## config.mk

```make
export PLATFORM = sky130hd
export DESIGN_NAME = uep_endpoint
export DESIGN_NICKNAME = d
export VERILOG_FILES = /design/src/uep_pkg.sv /design/src/uep_rx_fifo.sv /design/src/uep_endpoint.sv
export SDC_FILE = /design/constraint.sdc
export NUM_CORES = 1
export LEC_CHECK = 0
export BUFFER_PORTS_ARGS = -buffer_cell sky130_fd_sc_hd__buf_2
export CAP_MARGIN = 20
export CORE_MARGIN = 4
export CORE_UTILIZATION = 56
export DETAILED_ROUTE_END_ITERATION = 10
export HOLD_SLACK_MARGIN = 0.08
export PLACE_DENSITY = 0.77
export SLEW_MARGIN = 20
export SYNTH_ARGS = -nofsm -noshare
export SYNTH_HDL_FRONTEND = slang
export SYNTH_SLANG_ARGS = --single-unit
export TNS_END_PERCENT = 5
```

## constraint.sdc

```tcl
create_clock -name sys_clk_i -period 3.15 [get_ports sys_clk_i]
set_input_delay 0.315 -clock sys_clk_i [delete_from_list [all_inputs] [get_ports sys_clk_i]]
set_output_delay 0.315 -clock sys_clk_i [all_outputs]
set_load 0.03 [all_outputs]
```

## src/uep_pkg.sv

```systemverilog
// Constants and carrier types shared by the USB endpoint block.
package uep_pkg;

  // Register indices; the Wishbone byte address is four times the low 30 bits of the index.
  localparam logic [31:0] IDX_EP2_CFG  = 32'h5000_1858;
  localparam logic [31:0] IDX_RX1_DATA = 32'h5000_185A;
  localparam logic [31:0] IDX_RX1_STAT = 32'h5000_185C;
  localparam logic [31:0] IDX_RX1_CTRL = 32'h5000_185E;
  localparam logic [31:0] IDX_EP_CTRL  = 32'h5000_1870;

  // Register width and reset value.
  localparam int unsigned REG_W     = 16;
  localparam logic [15:0] REG_RESET = 16'h0000;

  // Endpoint configuration fields.
  localparam int unsigned CFG_STALL = 7;
  localparam int unsigned CFG_ISO   = 5;
  localparam int unsigned CFG_EN    = 4;
  localparam int unsigned EP_W      = 4;

  // Receive status fields.
  localparam int unsigned STS_ERR   = 7;
  localparam int unsigned STS_SETUP = 6;
  localparam int unsigned STS_TOG   = 5;
  localparam int unsigned STS_LAST  = 4;
  localparam int unsigned CNT_W     = 4;
  localparam logic [3:0]  CNT_MAX   = 4'hF;

  // Receive control and general control fields.
  localparam int unsigned RXC_FLUSH = 3;
  localparam int unsigned RXC_EN    = 0;
  localparam int unsigned CTL_TEST  = 0;
  localparam int unsigned CTL_ISO1  = 1;
  localparam int unsigned CTL_TX2   = 2;
  localparam int unsigned CTL_RX2   = 3;

  // Receive FIFO depth; a power of two.
  localparam int unsigned FIFO_DEPTH = 64;

  typedef enum logic [1:0] {TOK_IN, TOK_OUT, TOK_SETUP} uep_pid_t;
  typedef enum logic [2:0] {
    RSP_NONE, RSP_DATA, RSP_ACCEPT, RSP_NAK, RSP_STALL
  } uep_rsp_kind_t;
  typedef enum logic {RX_IDLE, RX_BUSY} uep_rx_state_t;

  typedef struct packed {
    logic       valid;
    uep_pid_t   pid;
    logic [6:0] addr;
    logic [3:0] endp;
  } uep_token_t;

  typedef struct packed {
    logic          valid;
    uep_rsp_kind_t kind;
  } uep_rsp_t;

  typedef struct packed {
    logic       valid;
    logic       setup;
    logic [7:0] data;
  } uep_byte_t;

  typedef struct packed {
    logic valid;
    logic ok;
    logic setup;
    logic data1;
  } uep_pkt_end_t;

  // Byte count as software sees it, held at its maximum.
  function automatic logic [3:0] uep_sat(input logic [31:0] n);
    return (n > 32'(CNT_MAX)) ? CNT_MAX : n[3:0];
  endfunction

endpackage

```

## src/uep_rx_fifo.sv

```systemverilog
// Receive FIFO holding payload bytes of one endpoint.
`timescale 1ns/100ps
module uep_rx_fifo #(
  parameter int unsigned DW    = 8,
  parameter int unsigned DEPTH = 64,
  parameter int unsigned AW    = $clog2(DEPTH),
  parameter int unsigned CW    = $clog2(DEPTH + 1)
) (
  input  wire logic          sys_clk_i,
  input  wire logic          sys_rst_i,
  input  wire logic          ce_i,
  input  wire logic          push_i,
  input  wire logic [DW-1:0] push_data_i,
  input  wire logic          pop_i,
  input  wire logic          flush_i,
  output logic      [DW-1:0] rd_data_o,
  output logic      [CW-1:0] count_o,
  output logic               full_o
);

  typedef struct packed {
    logic [DEPTH-1:0][DW-1:0] mem;
    logic [AW-1:0]            wp;
    logic [AW-1:0]            rp;
    logic [CW-1:0]            cnt;
  } uep_fifo_st_t;

  uep_fifo_st_t q, d;
  logic do_push, do_pop;

  // Pointers wrap naturally, so DEPTH must be a power of two.
  always_comb begin
    d = q;
    do_push = push_i && (q.cnt != CW'(DEPTH));
    do_pop  = pop_i && (q.cnt != '0);
    if (flush_i) begin
      d.wp  = '0;
      d.rp  = '0;
      d.cnt = '0;
    end else begin
      if (do_push) begin
        d.mem[q.wp] = push_data_i;
        d.wp = q.wp + 1'b1;
      end
      if (do_pop) begin
        d.rp = q.rp + 1'b1;
      end
      d.cnt = q.cnt + CW'(do_push) - CW'(do_pop);
    end
  end

  // State register; reset and clock enable act on the whole copy.
  always_ff @(posedge sys_clk_i) begin
    if (sys_rst_i) begin
      q <= '0;
    end else if (ce_i) begin
      q <= d;
    end
  end

  assign rd_data_o = q.mem[q.rp];
  assign count_o   = q.cnt;
  assign full_o    = (q.cnt == CW'(DEPTH));
endmodule

```

## src/uep_endpoint.sv

```systemverilog
// USB endpoint configuration, receive data port and receive status.
`timescale 1ns/100ps
module uep_endpoint
  import uep_pkg::*;
#(
  parameter int unsigned DEPTH = FIFO_DEPTH
) (
  input  wire logic         sys_clk_i,
  input  wire logic         sys_rst_i,
  input  wire logic         ce_i,
  input  wire logic         wb_cyc_i,
  input  wire logic         wb_stb_i,
  input  wire logic         wb_we_i,
  input  wire logic [3:0]   wb_sel_i,
  input  wire logic [31:0]  wb_adr_i,
  input  wire logic [31:0]  wb_dat_i,
  output logic      [31:0]  wb_dat_o,
  output logic              wb_ack_o,
  input  wire logic [6:0]   function_address_i,
  input  wire logic         frame_number_lsb_i,
  input  wire uep_token_t   token_i,
  input  wire logic         ep2_tx_ready_i,
  input  wire logic         ep2_rx_full_i,
  input  wire logic         ep2_tx_sent_i,
  input  wire logic         ep2_rx_done_i,
  output uep_rsp_t          ep2_rsp_o,
  input  wire uep_byte_t    ep1_byte_i,
  input  wire uep_pkt_end_t ep1_pkt_i,
  output logic              ep1_rx_enable_o
);

  localparam int unsigned CW = $clog2(DEPTH + 1);

  typedef struct packed {
    logic          ack;
    logic [15:0]   rdat;
    logic          stall;
    logic          iso;
    logic          en;
    logic [3:0]    epnum;
    logic          tx2;
    logic          rx2;
    logic          test;
    logic          iso1;
    logic          rx1_en;
    logic          flush_pend;
    logic          err;
    logic          setup;
    logic          tog;
    logic          last;
    uep_rx_state_t rx_st;
    uep_rsp_t      rsp;
  } uep_st_t;

  uep_st_t q, d;

  logic          bus_req, tok_hit, st_rd, dat_rd, ctl_wr, rxc_wr;
  logic          push, pop, flush;
  logic [7:0]    pdata, fifo_rd;
  logic [CW-1:0] fifo_cnt;
  logic          fifo_full;
  uep_rsp_kind_t kind;

  // Full word-address compare, so no register aliases elsewhere.
  function automatic logic hit(input logic [31:0] adr,
                               input logic [31:0] idx);
    return adr[31:2] == idx[29:0];
  endfunction

  // Handshake choice for a token that matched this endpoint.
  function automatic uep_rsp_kind_t decide(input uep_pid_t pid,
      input logic stall, input logic iso, input logic tx,
      input logic rx, input logic rdy, input logic full);
    uep_rsp_kind_t k;
    k = RSP_NONE;
    case (pid)
      TOK_SETUP: k = RSP_ACCEPT;
      TOK_IN: begin
        if (stall && tx) k = RSP_STALL;
        else if (tx && rdy) k = RSP_DATA;
        else if (!iso) k = RSP_NAK;
      end
      TOK_OUT: begin
        if (stall && rx) k = RSP_STALL;
        else if (rx && !full) k = RSP_ACCEPT;
        else if (!iso) k = RSP_NAK;
      end
      default: k = RSP_NONE;
    endcase
    return k;
  endfunction

  // Request decode; a held request is answered once, then released.
  assign bus_req = wb_cyc_i && wb_stb_i && !q.ack;
  assign st_rd   = bus_req && !wb_we_i && hit(wb_adr_i, IDX_RX1_STAT);
  assign dat_rd  = bus_req && !wb_we_i && hit(wb_adr_i, IDX_RX1_DATA);
  assign ctl_wr  = bus_req && wb_we_i && wb_sel_i[0]
                   && hit(wb_adr_i, IDX_EP_CTRL);
  assign rxc_wr  = bus_req && wb_we_i && wb_sel_i[0]
                   && hit(wb_adr_i, IDX_RX1_CTRL);

  // Token match on endpoint number and device address.
  assign tok_hit = token_i.valid && q.en
                   && token_i.addr == function_address_i
                   && token_i.endp == q.epnum;
  assign kind = decide(token_i.pid, q.stall, q.iso, q.tx2, q.rx2,
                       ep2_tx_ready_i, ep2_rx_full_i);

  // Next-state logic: tx2/rx2 clears, then bus access, then hardware
  // sets, so a flag set in the cycle of its clear is kept, except rx1_en and flush_pend, cleared last.
  always_comb begin
    d = q;
    push  = 1'b0;
    pop   = 1'b0;
    flush = 1'b0;
    pdata = ep1_byte_i.data;
    d.ack = 1'b0;
    d.rsp = '{valid: 1'b0, kind: RSP_NONE};
    if (tok_hit) begin
      d.rsp = '{valid: kind != RSP_NONE, kind: kind};
    end
    if (ep2_tx_sent_i || (tok_hit && token_i.pid == TOK_IN
        && kind == RSP_STALL)) begin
      d.tx2 = 1'b0;
    end
    if (ep2_rx_done_i || (tok_hit && token_i.pid == TOK_OUT
        && kind == RSP_STALL)) begin
      d.rx2 = 1'b0;
    end
    if (bus_req) begin
      d.ack  = 1'b1;
      d.rdat = REG_RESET;
      if (hit(wb_adr_i, IDX_EP2_CFG)) begin
        d.rdat = {8'h00, q.stall, 1'b0, q.iso, q.en, q.epnum};
        if (wb_we_i && wb_sel_i[0]) begin
          d.stall = wb_dat_i[CFG_STALL];
          d.iso   = wb_dat_i[CFG_ISO];
          d.en    = wb_dat_i[CFG_EN];
          d.epnum = wb_dat_i[EP_W-1:0];
        end
      end else if (hit(wb_adr_i, IDX_RX1_DATA)) begin
        d.rdat = {8'h00, fifo_rd};
        pop    = !wb_we_i;
        // A full FIFO drops the byte; the check keeps that intent local.
        if (wb_we_i && wb_sel_i[0] && q.test && !fifo_full) begin
          push  = 1'b1;
          pdata = wb_dat_i[7:0];
        end
      end else if (hit(wb_adr_i, IDX_RX1_STAT)) begin
        d.rdat = {8'h00, q.err, q.setup, q.tog, q.last,
                  uep_sat(32'(fifo_cnt))};
        if (!wb_we_i) begin
          d.setup = 1'b0;
          d.tog   = 1'b0;
          d.last  = 1'b0;
        end
      end else if (hit(wb_adr_i, IDX_RX1_CTRL)) begin
        d.rdat = {12'h000, q.flush_pend, 2'b00, q.rx1_en};
        if (rxc_wr) begin
          d.rx1_en = wb_dat_i[RXC_EN];
          if (wb_dat_i[RXC_FLUSH]) d.flush_pend = 1'b1;
        end
      end else if (hit(wb_adr_i, IDX_EP_CTRL)) begin
        d.rdat = {12'h000, q.rx2, q.tx2, q.iso1, q.test};
        if (ctl_wr) begin
          d.test = wb_dat_i[CTL_TEST];
          d.iso1 = wb_dat_i[CTL_ISO1];
          d.tx2  = wb_dat_i[CTL_TX2];
          d.rx2  = wb_dat_i[CTL_RX2];
        end
      end
    end
    // Payload from the receiver; SETUP data is taken even when disabled.
    if (ep1_byte_i.valid) begin
      d.rx_st = RX_BUSY;
      if (q.rx1_en || ep1_byte_i.setup) begin
        push  = 1'b1;
        pdata = ep1_byte_i.data;
      end
    end
    if (ep1_pkt_i.valid) begin
      d.rx_st = RX_IDLE;
      if (ep1_pkt_i.ok) begin
        d.last = 1'b1;
        d.tog  = q.iso1 ? frame_number_lsb_i
                        : ep1_pkt_i.data1;
        if (ep1_pkt_i.setup) d.setup = 1'b1;
        else d.rx1_en = 1'b0;
      end else begin
        d.err = 1'b1;
      end
    end
    // A pending flush waits for the packet in flight to finish.
    if (q.flush_pend && q.rx_st == RX_IDLE && !ep1_byte_i.valid
        && !ep1_pkt_i.valid) begin
      flush        = 1'b1;
      d.flush_pend = 1'b0;
      d.err        = 1'b0;
      push         = 1'b0;
    end
  end

  // State register; everything clears to zero under reset.
  always_ff @(posedge sys_clk_i) begin
    if (sys_rst_i) begin
      q <= '0;
    end else if (ce_i) begin
      q <= d;
    end
  end

  uep_rx_fifo #(
    .DW    (8),
    .DEPTH (DEPTH)
  ) u_rx_fifo (
    .sys_clk_i   (sys_clk_i),
    .sys_rst_i   (sys_rst_i),
    .ce_i        (ce_i),
    .push_i      (push),
    .push_data_i (pdata),
    .pop_i       (pop),
    .flush_i     (flush),
    .rd_data_o   (fifo_rd),
    .count_o     (fifo_cnt),
    .full_o      (fifo_full)
  );

  // Outputs come straight from the state register.
  assign wb_ack_o        = q.ack;
  assign wb_dat_o        = {16'h0000, q.rdat};
  assign ep2_rsp_o       = q.rsp;
  assign ep1_rx_enable_o = q.rx1_en;
endmodule

```

Yosys cells after proc, flatten, opt, wreduce, memory -nomap -nowiden
Cells that the tools add are included.
- memory bits (read-only): 0
- memories: 0
- logic and storage cells: 238
- flip-flop bits (word level): 570
- output and inout bits: 38
- bits in writable memories: 0
- latch bits: 0
- input bits: 114
- muxes and demuxes: 67
- magnitude comparators: 4
- reductions and logical operators: 55
- divide/modulo/power cells: 0
- eq/ne operators: 16
- bitwise operators: 6
- multipliers: 0
- add/sub/neg operators: 4
- shift operators: 0
- operators by type and width (operator ; number):
    512-bit bitwise mux ; 1
    30-bit by 29-bit == test with 1-bit output (second input constant) ; 5
    8-bit two-way mux ; 11
    8-bit binary-select mux with 6-bit select ; 1
    8-bit demux with 6-bit select ; 1
    30-bit two-way mux ; 1
    6-bit two-way mux ; 5
    4-bit two-way mux ; 7
    3-bit two-way mux ; 9
    1-bit logical AND ; 26
    1-bit two-way mux ; 21
    19-bit two-way mux ; 1
    8-bit AND reduction ; 2
    2-bit nonzero test ; 8
    6-bit by 7-bit less-than comparator with 1-bit output (second input constant) ; 2
    7-bit two-way mux ; 2
    6-bit by 1-bit adder with 6-bit output (second input constant) ; 2
    2-bit two-way mux ; 5
    3-bit case mux with 3 select lines ; 1
    2-bit by 1-bit != test with 1-bit output (second input constant) ; 4
    2-bit AND reduction ; 4
    7-bit by 1-bit adder with 7-bit output ; 1
    7-bit == test ; 1
    7-bit == test (second input constant) ; 1
    17 further kinds ; 30

Longest topological paths before layout
Gate-level depths: netlist of the first run.
- word-level depth: 19
- mapped depth: 18
- depth with buffers taken out: 17

Hierarchy
From an unflattened synthesis of the first run, not the netlist that was laid out.
- cell total of the unflattened synthesis: 2936
- area, all modules: 26753.2 um^2
- modules (own cells, without submodules) (module ; times used ; sequential area each (um^2) ; cells an instance ; area an instance (um^2)):
    uep_rx_fifo ; 1 ; 10630.2 ; 2637 ; 24374.6
    uep_endpoint ; 1 ; 620.6 ; 299 ; 2378.5

Worst setup path before layout of the first run
Ideal clock, no wire load.
- kind: in2reg
- from: in wb_adr_i[26]
- to: reg u_rx_fifo.q (netlist bit u_rx_fifo.count_o[6])
- library setup time: 70 ps
- required time: 3080 ps
- path slack: -321 ps
- path buffers: 0
- stages on the path: 16
- arrival: 3401 ps
- cell sequence: nor4_2 > nand4_1 > nor3_1 > and3_1 > ha_1 > inv_1 > ha_1 > inv_1 > fa_1 > nand2b_1 > a21oi_1 > o21ai_0 > a21oi_1 > o21a_1 > o211ai_1 > a21oi_1
- word-level cells in the longest chain between the ends: 11
- elaborated cells on any way between the ends: 16
- classes of those cells: add/sub (2); eq/ne (2); mux (10); reduce/logical (2)
- ends and longest elaborated chain (item ; RTL line ; source):
    start, declared ; uep_endpoint.sv:15 ; input wire logic [31:0] wb_adr_i,
    30-bit by 29-bit == test with 1-bit output ; uep_endpoint.sv:67 ; return adr[31:2] == idx[29:0];
    1-bit two-way mux ; uep_endpoint.sv:141 ; end else if (hit(wb_adr_i, IDX_RX1_DATA)) begin
    1-bit two-way mux ; uep_endpoint.sv:133 ; if (hit(wb_adr_i, IDX_EP2_CFG)) begin
    1-bit two-way mux ; uep_endpoint.sv:130 ; if (bus_req) begin
    1-bit two-way mux ; uep_endpoint.sv:176 ; if (q.rx1_en || ep1_byte_i.setup) begin
    1-bit two-way mux ; uep_endpoint.sv:174 ; if (ep1_byte_i.valid) begin
    1-bit two-way mux ; uep_endpoint.sv:194 ; if (q.flush_pend && q.rx_st == RX_IDLE && !ep1_byte_i.valid
    1-bit logical AND ; uep_rx_fifo.sv:34 ; do_push = push_i && (q.cnt != CW'(DEPTH));
    7-bit by 1-bit adder with 7-bit output ; uep_rx_fifo.sv:48 ; d.cnt = q.cnt + CW'(do_push) - CW'(do_pop);
    7-bit by 1-bit subtractor with 7-bit output (*) ; uep_rx_fifo.sv:48 ;
    19-bit two-way mux (*) ; uep_rx_fifo.sv:36 ; if (flush_i) begin
    end signal, assigned ; uep_rx_fifo.sv:55 ; q <= '0;
    end signal, assigned ; uep_rx_fifo.sv:57 ; q <= d;
    end, declared ; uep_rx_fifo.sv:28 ; uep_fifo_st_t q, d;
Mark *: on every way between the ends. The rest lies on a longest branch, timed or not.
A chain may end at the register's enable or synchronous reset.

Worst setup path in the final report of the first run
- from: reg u_rx_fifo.q[7] in the netlist's numbering
- to: reg q (netlist bit wb_dat_o[1])
- word-level cells in the longest chain between the ends: 4
- ends and longest elaborated chain (item ; RTL line ; source):
    8-bit binary-select mux with 6-bit select ; uep_rx_fifo.sv:61 ; assign rd_data_o = q.mem[q.rp];
    8-bit two-way mux (implied by the code) ; uep_rx_fifo.sv:61 ;
    8-bit two-way mux ; uep_endpoint.sv:141 ;
    8-bit two-way mux ; uep_endpoint.sv:133 ;
    end signal, assigned ; uep_endpoint.sv:206 ; q <= '0;
    end signal, assigned ; uep_endpoint.sv:208 ; q <= d;
    end, declared ; uep_endpoint.sv:55 ; uep_st_t q, d;
No other way between the ends. The select of a mux whose other input is x is not followed.

==> summary.txt, run 1 <==
Vias = 20400
Worst Tran Pin Value = 0.851 ns
Crit-path max FO = 14
Sw Pwr = 0.00343 W
Final WL = 72.3 mm
Max Cap Viol = 0
Final nets = 2743
Netlist Area Pre-Place = 27200 µm²
CTS Buffer Depth = 3
Area grow syn2layout = 13.0%
Comb pwr share = 5.3%
Largest net degree at the start of global routing = 173
Switch share = 22.5%
Die Footprint = 52200 µm²
Final Util = 64.2%
CTS H-tree lvls = 2
Fin. Hold Viols = 0
Leakage Power = 10.9 nW
Crit Path Category = reg2reg
Mean Syn Cell Area = 10.6 µm²
Fraction of layout cells with a size suffix above 1 = 20.7%
First-pass GRT wire length = 114 mm
Final setup viols = 0
Share of total power in the clock network = 47.9%
Hold depth = 2
Vias per cell = 6.23
Remaining routing DRC violations = 0
Worst path required time = 3.70 ns
Clock Latency Late Sink = 0.63 ns
Final max-slew violation count = 0
Main flop type after synthesis = dfxtp_1
Rows = 80
PortBufs = 98
Post-Syn Instances = 2568
Post-synth cell types = 74
Total track usage = 26.8%
TritonCTS Buffers = 56
Synthesized flop and latch total = 562
Worst EP arrival = 3.58 ns
Non-filler instance count after layout = 3274
Status = complete, no violations
Ys async rst share = 0%
Vias in the first global route = 20400
DP Cell Count = 3154
Detail Placement HPWL = 46.5 mm
Die W = 229 µm
Internal Power = 0.0118 W
Yosys Warn Count = 0
Post-synth EDFFs = 0
F_max = 330 MHz
Max_slew headroom = 42.8%
Antenna viol nets, final = 0
Fin crit share = 96.3%
TritonCTS clock tree = done
Hold crit path type = in2reg
Clock-pin slew on the worst setup and hold paths = 0.06 ns
Starting density of the core = 56.8%
Sequential share of the synthesized area = 41.3%
Core ar. = 47900 µm²
DRT iter0 DRCs = 1957
Maximum vdd drop = 0.394 mV
Seq pwr share = 46.8%
Critical path capture point type = register
Clk sink count = 562
PwrDens = 496 nW/µm²
WL per Instance = 22.1 µm
Grt ovf = 0
Clock skew = 0.0260 ns
Placed cell area = 28500 µm²
Fin crit period = 3.03 ns
Die H = 229 µm
Finished layout cell area = 30800 µm²
Root buf cell = clkbuf_16
I/O pin cnt = 152
Critical Path Start Type = register
Initial DRT Pass Iterations = 6
FF-to-FF path depth = 10
RSZ-0062 raised after global routing = yes
Initial antenna violation count = 1
Gpl congestion = 0.903
==> synthesized netlist by cell type, drive strengths merged, types with 4 or more instances <==
cell type	number	area, µm²
nand2b	266	1660
and3	11	68.8
and2	5	31.3
o211ai	5	37.5
nand4	12	75.1
dfxtp	562	11300
ha	15	188
nand3	26	130
mux2	7	78.8
buf	135	937
clkbuf	154	578
nor2b	6	37.5
o21ai	274	1380
mux2i	302	3020
or4	33	248
nor2	85	840
or3	9	66.3
xor2	6	52.6
nor4b	8	76.3
nand3b	264	1980
nand2	56	210
a211oi	9	67.6
inv	23	86.3
xnor2	14	123
a22oi	4	30.0
nor3b	4	30.0
a21oi	46	230
o22ai	7	43.8
nor4	13	121
nor3	15	75.1
a2111oi	4	35.0
mux4	131	2950
o221ai	7	61.3
a21o	11	82.6
==> repair_timing <==
item | in CTS | in global routing
gates resized for setup | 0 | 11
endpoints found under the setup margin | 0 | 4
buffers inserted | 0 | 2
hold endpoints to repair | 16 | 0
hold buffers | 14 | 0
==> worst max-delay path, cell delays in order (launching register included) <==
cell	delay (ns)
dfxtp_4	0.50
buf_16	0.23
or3b_2	0.62
buf_4	0.22
o221ai_1	0.24
a21oi_1	0.07
a221o_1	0.35
a311oi_2	0.32
buf_4	0.17
a211oi_1	0.04
nor3_1	0.18
==> logic make-up (layout without fill, tap and decap cells) <==
family / after synthesis / after routing / synth area share, %
AOI/OAI and AO/OA: 389 / 389 / 7.90
xor gates and xnor gates: 20 / 20 / 0.643
adders and majority gates: 16 / 16 / 0.762
buffers and inverters: 313 / 380 / 5.89
DFF: 562 / 562 / 41.3
muxes: 440 / 440 / 22.2
other: 1 / 25 / 0.0138
and+or+nand+nor: 827 / 827 / 21.3
==> per-layer routing <==
metal,wire length (µm),share of wire [%],global-route usage (%),vias to the layer above
li1,-,-,-,9312
met1,30800,43,36.0,10100
met2,33800,47,43.7,791
met3,4870,6.7,4.32,171
met4,2820,3.9,10.8,0
met5,0,0,0,-
==> registers in the layout, indices dropped and copies added, names as in the netlist <==
register           cells
u_rx_fifo.q          524
wb_dat_o               8
ep1_rx_enable_o        1
wb_ack_o               1
u_rx_fifo.count_o      7
q                     17
ep2_rsp_o              4
==> stage by stage <==
step / worst slack, ns / setup TNS (ns) / power (W) / hold slack (ns)
after floorplan: 0.000909 / 0 / 0.00784 / 0.415
after global placement: -0.0587 / -0.0587 / 0.00806 / 0.448
after detailed placement: -0.0745 / -0.0745 / 0.00807 / 0.453
after CTS: 0.0421 / 0 / 0.0153 / 0.0802
after global routing: -0.0388 / -0.0388 / 0.0157 / 0.133
final: 0.118 / 0 / 0.0153 / 0.114
==> power by group through the flow <==
stage | logic (W) | clock network, W | registers (W)
after floorplan | 0.000535 | 0 | 0.00730
after detailed placement | 0.000765 | 0 | 0.00731
final | 0.000811 | 0.00731 | 0.00715
after global routing | 0.000863 | 0.00767 | 0.00715
after CTS | 0.000784 | 0.00739 | 0.00715
after global placement | 0.000752 | 0 | 0.00731
==> path summary, 6_finish.rpt <==
check            startpoint            to  slack [ns]
max          u_rx_fifo.q[7]   wb_dat_o[1]        0.12
min               sys_rst_i         q[11]        0.11
max reg2reg  u_rx_fifo.q[7]   wb_dat_o[1]        0.12
min reg2reg    ep2_rsp_o[0]  ep2_rsp_o[0]        0.46
==> cells in the final DEF, fill, tap and decap left out, drive strengths merged, types with 7 or more instances in the layout <==
cell         instances
and3                11
xnor2               14
clkinv              10
a21o                11
ha                  15
nor3                15
mux2i              302
nand4               12
nand2               56
bufinv               9
buf                239
or3                  9
inv                 25
mux2                 7
nor4b                8
or4                 33
dlygate4sd3         14
mux4               131
o21ai              274
nor2                85
nand3               26
nand3b             264
a21oi               46
dfxtp              562
clkbuf              78
nand2b             266
a211oi               9
o221ai               7
nor4                13
o22ai                7
conb                24
==> area by class of cell <==
type | count | area [µm²]
clock inverter | 25 | 393
inverter | 24 | 90.1
sequential | 562 | 11300
fill | 3627 | 17200
timing repair buffer | 253 | 2030
antenna | 1 | 2.50
tap | 615 | 769
clock buffer | 78 | 1650
multi-input combinational | 1716 | 14600
Power figures use the tool's default switching activity.
==> inputs of run 2 (changes only) <==
--- a/config.mk
+++ b/config.mk
@@ -5,13 +5,16 @@
 export SDC_FILE = /design/constraint.sdc
 export NUM_CORES = 1
 export LEC_CHECK = 0
+export ABC_AREA = 1
 export BUFFER_PORTS_ARGS = -buffer_cell sky130_fd_sc_hd__buf_2
 export CAP_MARGIN = 20
+export CELL_PAD_IN_SITES_DETAIL_PLACEMENT = 1
+export CELL_PAD_IN_SITES_GLOBAL_PLACEMENT = 1
 export CORE_MARGIN = 4
-export CORE_UTILIZATION = 56
+export CORE_UTILIZATION = 40
 export DETAILED_ROUTE_END_ITERATION = 10
 export HOLD_SLACK_MARGIN = 0.08
-export PLACE_DENSITY = 0.77
+export PLACE_DENSITY_LB_ADDON = 0.1
 export SLEW_MARGIN = 20
 export SYNTH_ARGS = -nofsm -noshare
 export SYNTH_HDL_FRONTEND = slang
==> summary.txt, run 2 <==
Worst Tran Pin Value = 1.04 ns (was 0.851 ns)
Sequential share of the synthesized area = 40.4% (was 41.3%)
Gpl congestion = 0.865 (was 0.903)
Die Footprint = 73900 µm² (was 52200 µm²)
Yosys Warn Count = 0 (unchanged)
Antenna viol nets, final = 0 (unchanged)
Most frequent cell after synthesis = nand2_1 (was dfxtp_1)
Leakage Power = 12.3 nW (was 10.9 nW)
Vias per cell = 5.31 (was 6.23)
First-pass GRT wire length = 158 mm (was 114 mm)
Critical path capture point type = register (unchanged)
Largest register by flop count = u_rx_fifo.q (unchanged)
Ranking of synthesized cells by area = dfxtp_1, nand2_1, a21oi_1, nor2_1, o21ai_0 (was dfxtp_1, mux2i_1, mux4_2, nand3b_1, nand2b_1)
Post-Syn Instances = 4210 (was 2568)
Final WL = 103 mm (was 72.3 mm)
Rows = 96 (was 80)
Synth top area share = 40.4% (was 41.3%)
Yosys top cell by area = dfxtp_1 (unchanged)
Reg2reg start = u_rx_fifo.count_o[2] (was u_rx_fifo.q[7])
Core ar. = 68800 µm² (was 47900 µm²)
Worst EP arrival = 3.42 ns (was 3.58 ns)
Crit-path max FO = 3 (was 14)
I/O pin cnt = 152 (unchanged)
F_max = 336 MHz (was 330 MHz)
TritonCTS Buffers = 68 (was 56)
Commonest cells after routing, fill and taps aside = nand2_1, dfxtp_1, a21oi_1, nor2_1, inv_1 (was dfxtp_1, mux2i_1, nand2b_1, nand3b_1, o21ai_1)
Synthesized flop and latch total = 562 (unchanged)
Die H = 272 µm (was 229 µm)
Clock Latency Late Sink = 0.62 ns (was 0.63 ns)
Hold crit path type = in2reg (unchanged)
Vias = 27700 (was 20400)
Hold depth = 5 (was 2)
R2R Path End = u_rx_fifo.count_o[6] (was wb_dat_o[1])
Final setup viols = 0 (unchanged)
CTS Buffer Depth = 3 (unchanged)
Maximum vdd drop = 0.351 mV (was 0.394 mV)
Remaining routing DRC violations = 0 (unchanged)
Initial DRT Pass Iterations = 5 (was 6)
Largest register FFs = 524 (unchanged)
Finished layout cell area = 31800 µm² (was 30800 µm²)
Post-synth cell types = 50 (was 74)
Hold Crit Start = token_i[12] (was sys_rst_i)
FF-to-FF path depth = 20 (was 10)
DRT iter0 DRCs = 1849 (was 1957)
Most common cell after layout, fill and taps aside = nand2_1 (was dfxtp_1)
Initial antenna violation count = 1 (unchanged)
Crit Path Category = reg2reg (unchanged)
Largest net degree at the start of global routing = 184 (was 173)
Detail Placement HPWL = 67.0 mm (was 46.5 mm)
Max_slew headroom = 31.0% (was 42.8%)
Total track usage = 26.8% (about the same)
Final max-slew violation count = 0 (unchanged)
PortBufs = 98 (unchanged)
Fin crit period = 2.97 ns (was 3.03 ns)
Fin. Hold Viols = 0 (unchanged)
Status = complete, no violations (unchanged)
Synth top cells by count = nand2_1, dfxtp_1, a21oi_1, nor2_1, inv_1 (was dfxtp_1, mux2i_1, nand2b_1, nand3b_1, o21ai_1)
WL per Instance = 19.6 µm (was 22.1 µm)
Clk sink count = 562 (unchanged)
FF-to-FF setup slack = 0.18 ns (was 0.12 ns)
Fin crit share = 94.4% (was 96.3%)
Post-synth EDFFs = 0 (unchanged)
Clock-pin slew on the worst setup and hold paths = 0.06 ns (about the same)
Fraction of layout cells with a size suffix above 1 = 11.1% (was 20.7%)
Vias in the first global route = 27000 (was 20400)
Min Hold Slack = 0.185 ns (was 0.114 ns)
Die W = 272 µm (was 229 µm)
Critical Path Start Type = register (unchanged)
Root buf cell = clkbuf_16 (unchanged)
Clock skew = 0.0271 ns (was 0.0260 ns)
Max Cap Viol = 0 (unchanged)
Area grow syn2layout = 14.0% (was 13.0%)
Netlist Area Pre-Place = 27900 µm² (was 27200 µm²)
Grt ovf = 0 (unchanged)
Worst path required time = 3.59 ns (was 3.70 ns)
Worst Hold Path EP = ep2_rsp_o[1] (was q[11])
Final nets = 4374 (was 2743)
PwrDens = 493 nW/µm² (was 496 nW/µm²)
Ys async rst share = 0% (unchanged)
Starting density of the core = 40.5% (was 56.8%)
Placed cell area = 29400 µm² (was 28500 µm²)
CTS H-tree lvls = 3 (was 2)
Main flop type after synthesis = dfxtp_1 (unchanged)
TritonCTS clock tree = done (unchanged)
Mean Syn Cell Area = 6.62 µm² (was 10.6 µm²)
[run 2: cell types whose count changed in the layout (fill, tap and decap cells not counted), moves of 35 or more]
cell | before | now
nand3b_1 | 264 | 3
inv_1 | 21 | 271
nand3_1 | 26 | 182
o21ai_1 | 257 | 3
o211ai_1 | 5 | 40
mux4_2 | 131 | 0
o21ai_0 | 15 | 270
buf_4 | 115 | 79
nor2_1 | 51 | 399
mux2i_1 | 302 | 0
inv_2 | 2 | 46
nand2b_1 | 265 | 0
nand2_1 | 56 | 1374
a21oi_1 | 43 | 542
[run 2: stage by stage]
stage / utilization [%] / total power, W / TNS, ns / worst slack [ns] / cells
after floorplan: - / 0.00785 / 0 / 0.00857 / 4233
after global placement: 42.8 / 0.00814 / -0.222 / -0.222 / 5090
after detailed placement: 42.8 / 0.00815 / -0.433 / -0.337 / 5090
after CTS: 46.1 / 0.0158 / 0 / 0.0336 / 5218
after global routing: 46.1 / 0.0162 / -0.0312 / -0.0312 / 5221
final: 46.1 / 0.0157 / 0 / 0.177 / 5221
[run 2: routing by layer]
metal	wire [µm]	part of all wire (%)	track usage, %	vias up
met5	0	0	0	-
met4	2960	2.9	8.12	0
met3	3700	3.6	2.91	151
met2	48800	48	45.5	518
met1	47100	46	36.2	13500
li1	-	-	-	13500
[run 2: repair_timing]
item,CTS,global route
setup endpoints to repair,1,45
hold buffers,13,0
setup buffers,0,2
hold endpoints to repair,18,0
resized for setup,1,17
pin swaps,0,5
[run 2: layout make-up]
| class | instances | area (µm²) |
|---|---|---|
| multi-input combinational | 3058 | 14100 |
| clock buffer | 101 | 2000 |
| clock inverter | 14 | 148 |
| inverter | 335 | 1280 |
| sequential | 562 | 11300 |
| timing repair buffer | 219 | 1800 |
| tap | 931 | 1160 |
| antenna | 1 | 2.50 |
| fill | 9076 | 37100 |
[run 2: critical path, stage by stage (launching register included)]
cell	delay, ns
dfxtp_2	0.32
inv_1	0.06
ha_1	0.20
nand3_2	0.09
nor3_2	0.06
nor3_2	0.28
nand3_4	0.12
nand2_4	0.08
inv_1	0.04
nor2_2	0.10
ha_2	0.16
inv_1	0.06
fa_2	0.41
inv_2	0.07
a31oi_2	0.09
or2_4	0.24
nand2_1	0.07
nand2_1	0.07
a21o_1	0.17
nand3_2	0.06
a21oi_2	0.05
[run 2: logic make-up after synthesis]
logic type,after synthesis,share of synthesized area (%)
buffers and inverters,613,9.66
XOR/XNOR,10,0.314
AO/OA/AOI/OAI,907,17.0
adder cells (fa/ha/maj),16,0.745
other,1,0.0135
AND/OR/NAND/NOR,2101,31.9
flip-flops,562,40.4
[run 2: report_power, final]
| part | internal (W) | switching [W] | leakage (nW) |
|---|---|---|---|
| Combinational | 0.000242 | 0.000640 | 6.68 |
| Sequential | 0.00713 | 0.0000184 | 4.53 |
| Clock | 0.00441 | 0.00323 | 1.05 |
| Total | 0.0118 | 0.00388 | 12.3 |
[run 2: worst max path at each step]
stage | startpoint | end | slack [ns]
final | u_rx_fifo.count_o[2] | u_rx_fifo.count_o[6] | 0.18
after global routing | u_rx_fifo.count_o[2] | u_rx_fifo.count_o[6] | -0.03
after CTS | u_rx_fifo.count_o[4] | u_rx_fifo.count_o[6] | 0.03
after detailed placement | wb_adr_i[21] | u_rx_fifo.count_o[6] | -0.34
after global placement | wb_adr_i[23] | u_rx_fifo.count_o[6] | -0.22
after floorplan | wb_adr_i[12] | u_rx_fifo.count_o[6] | 0.009
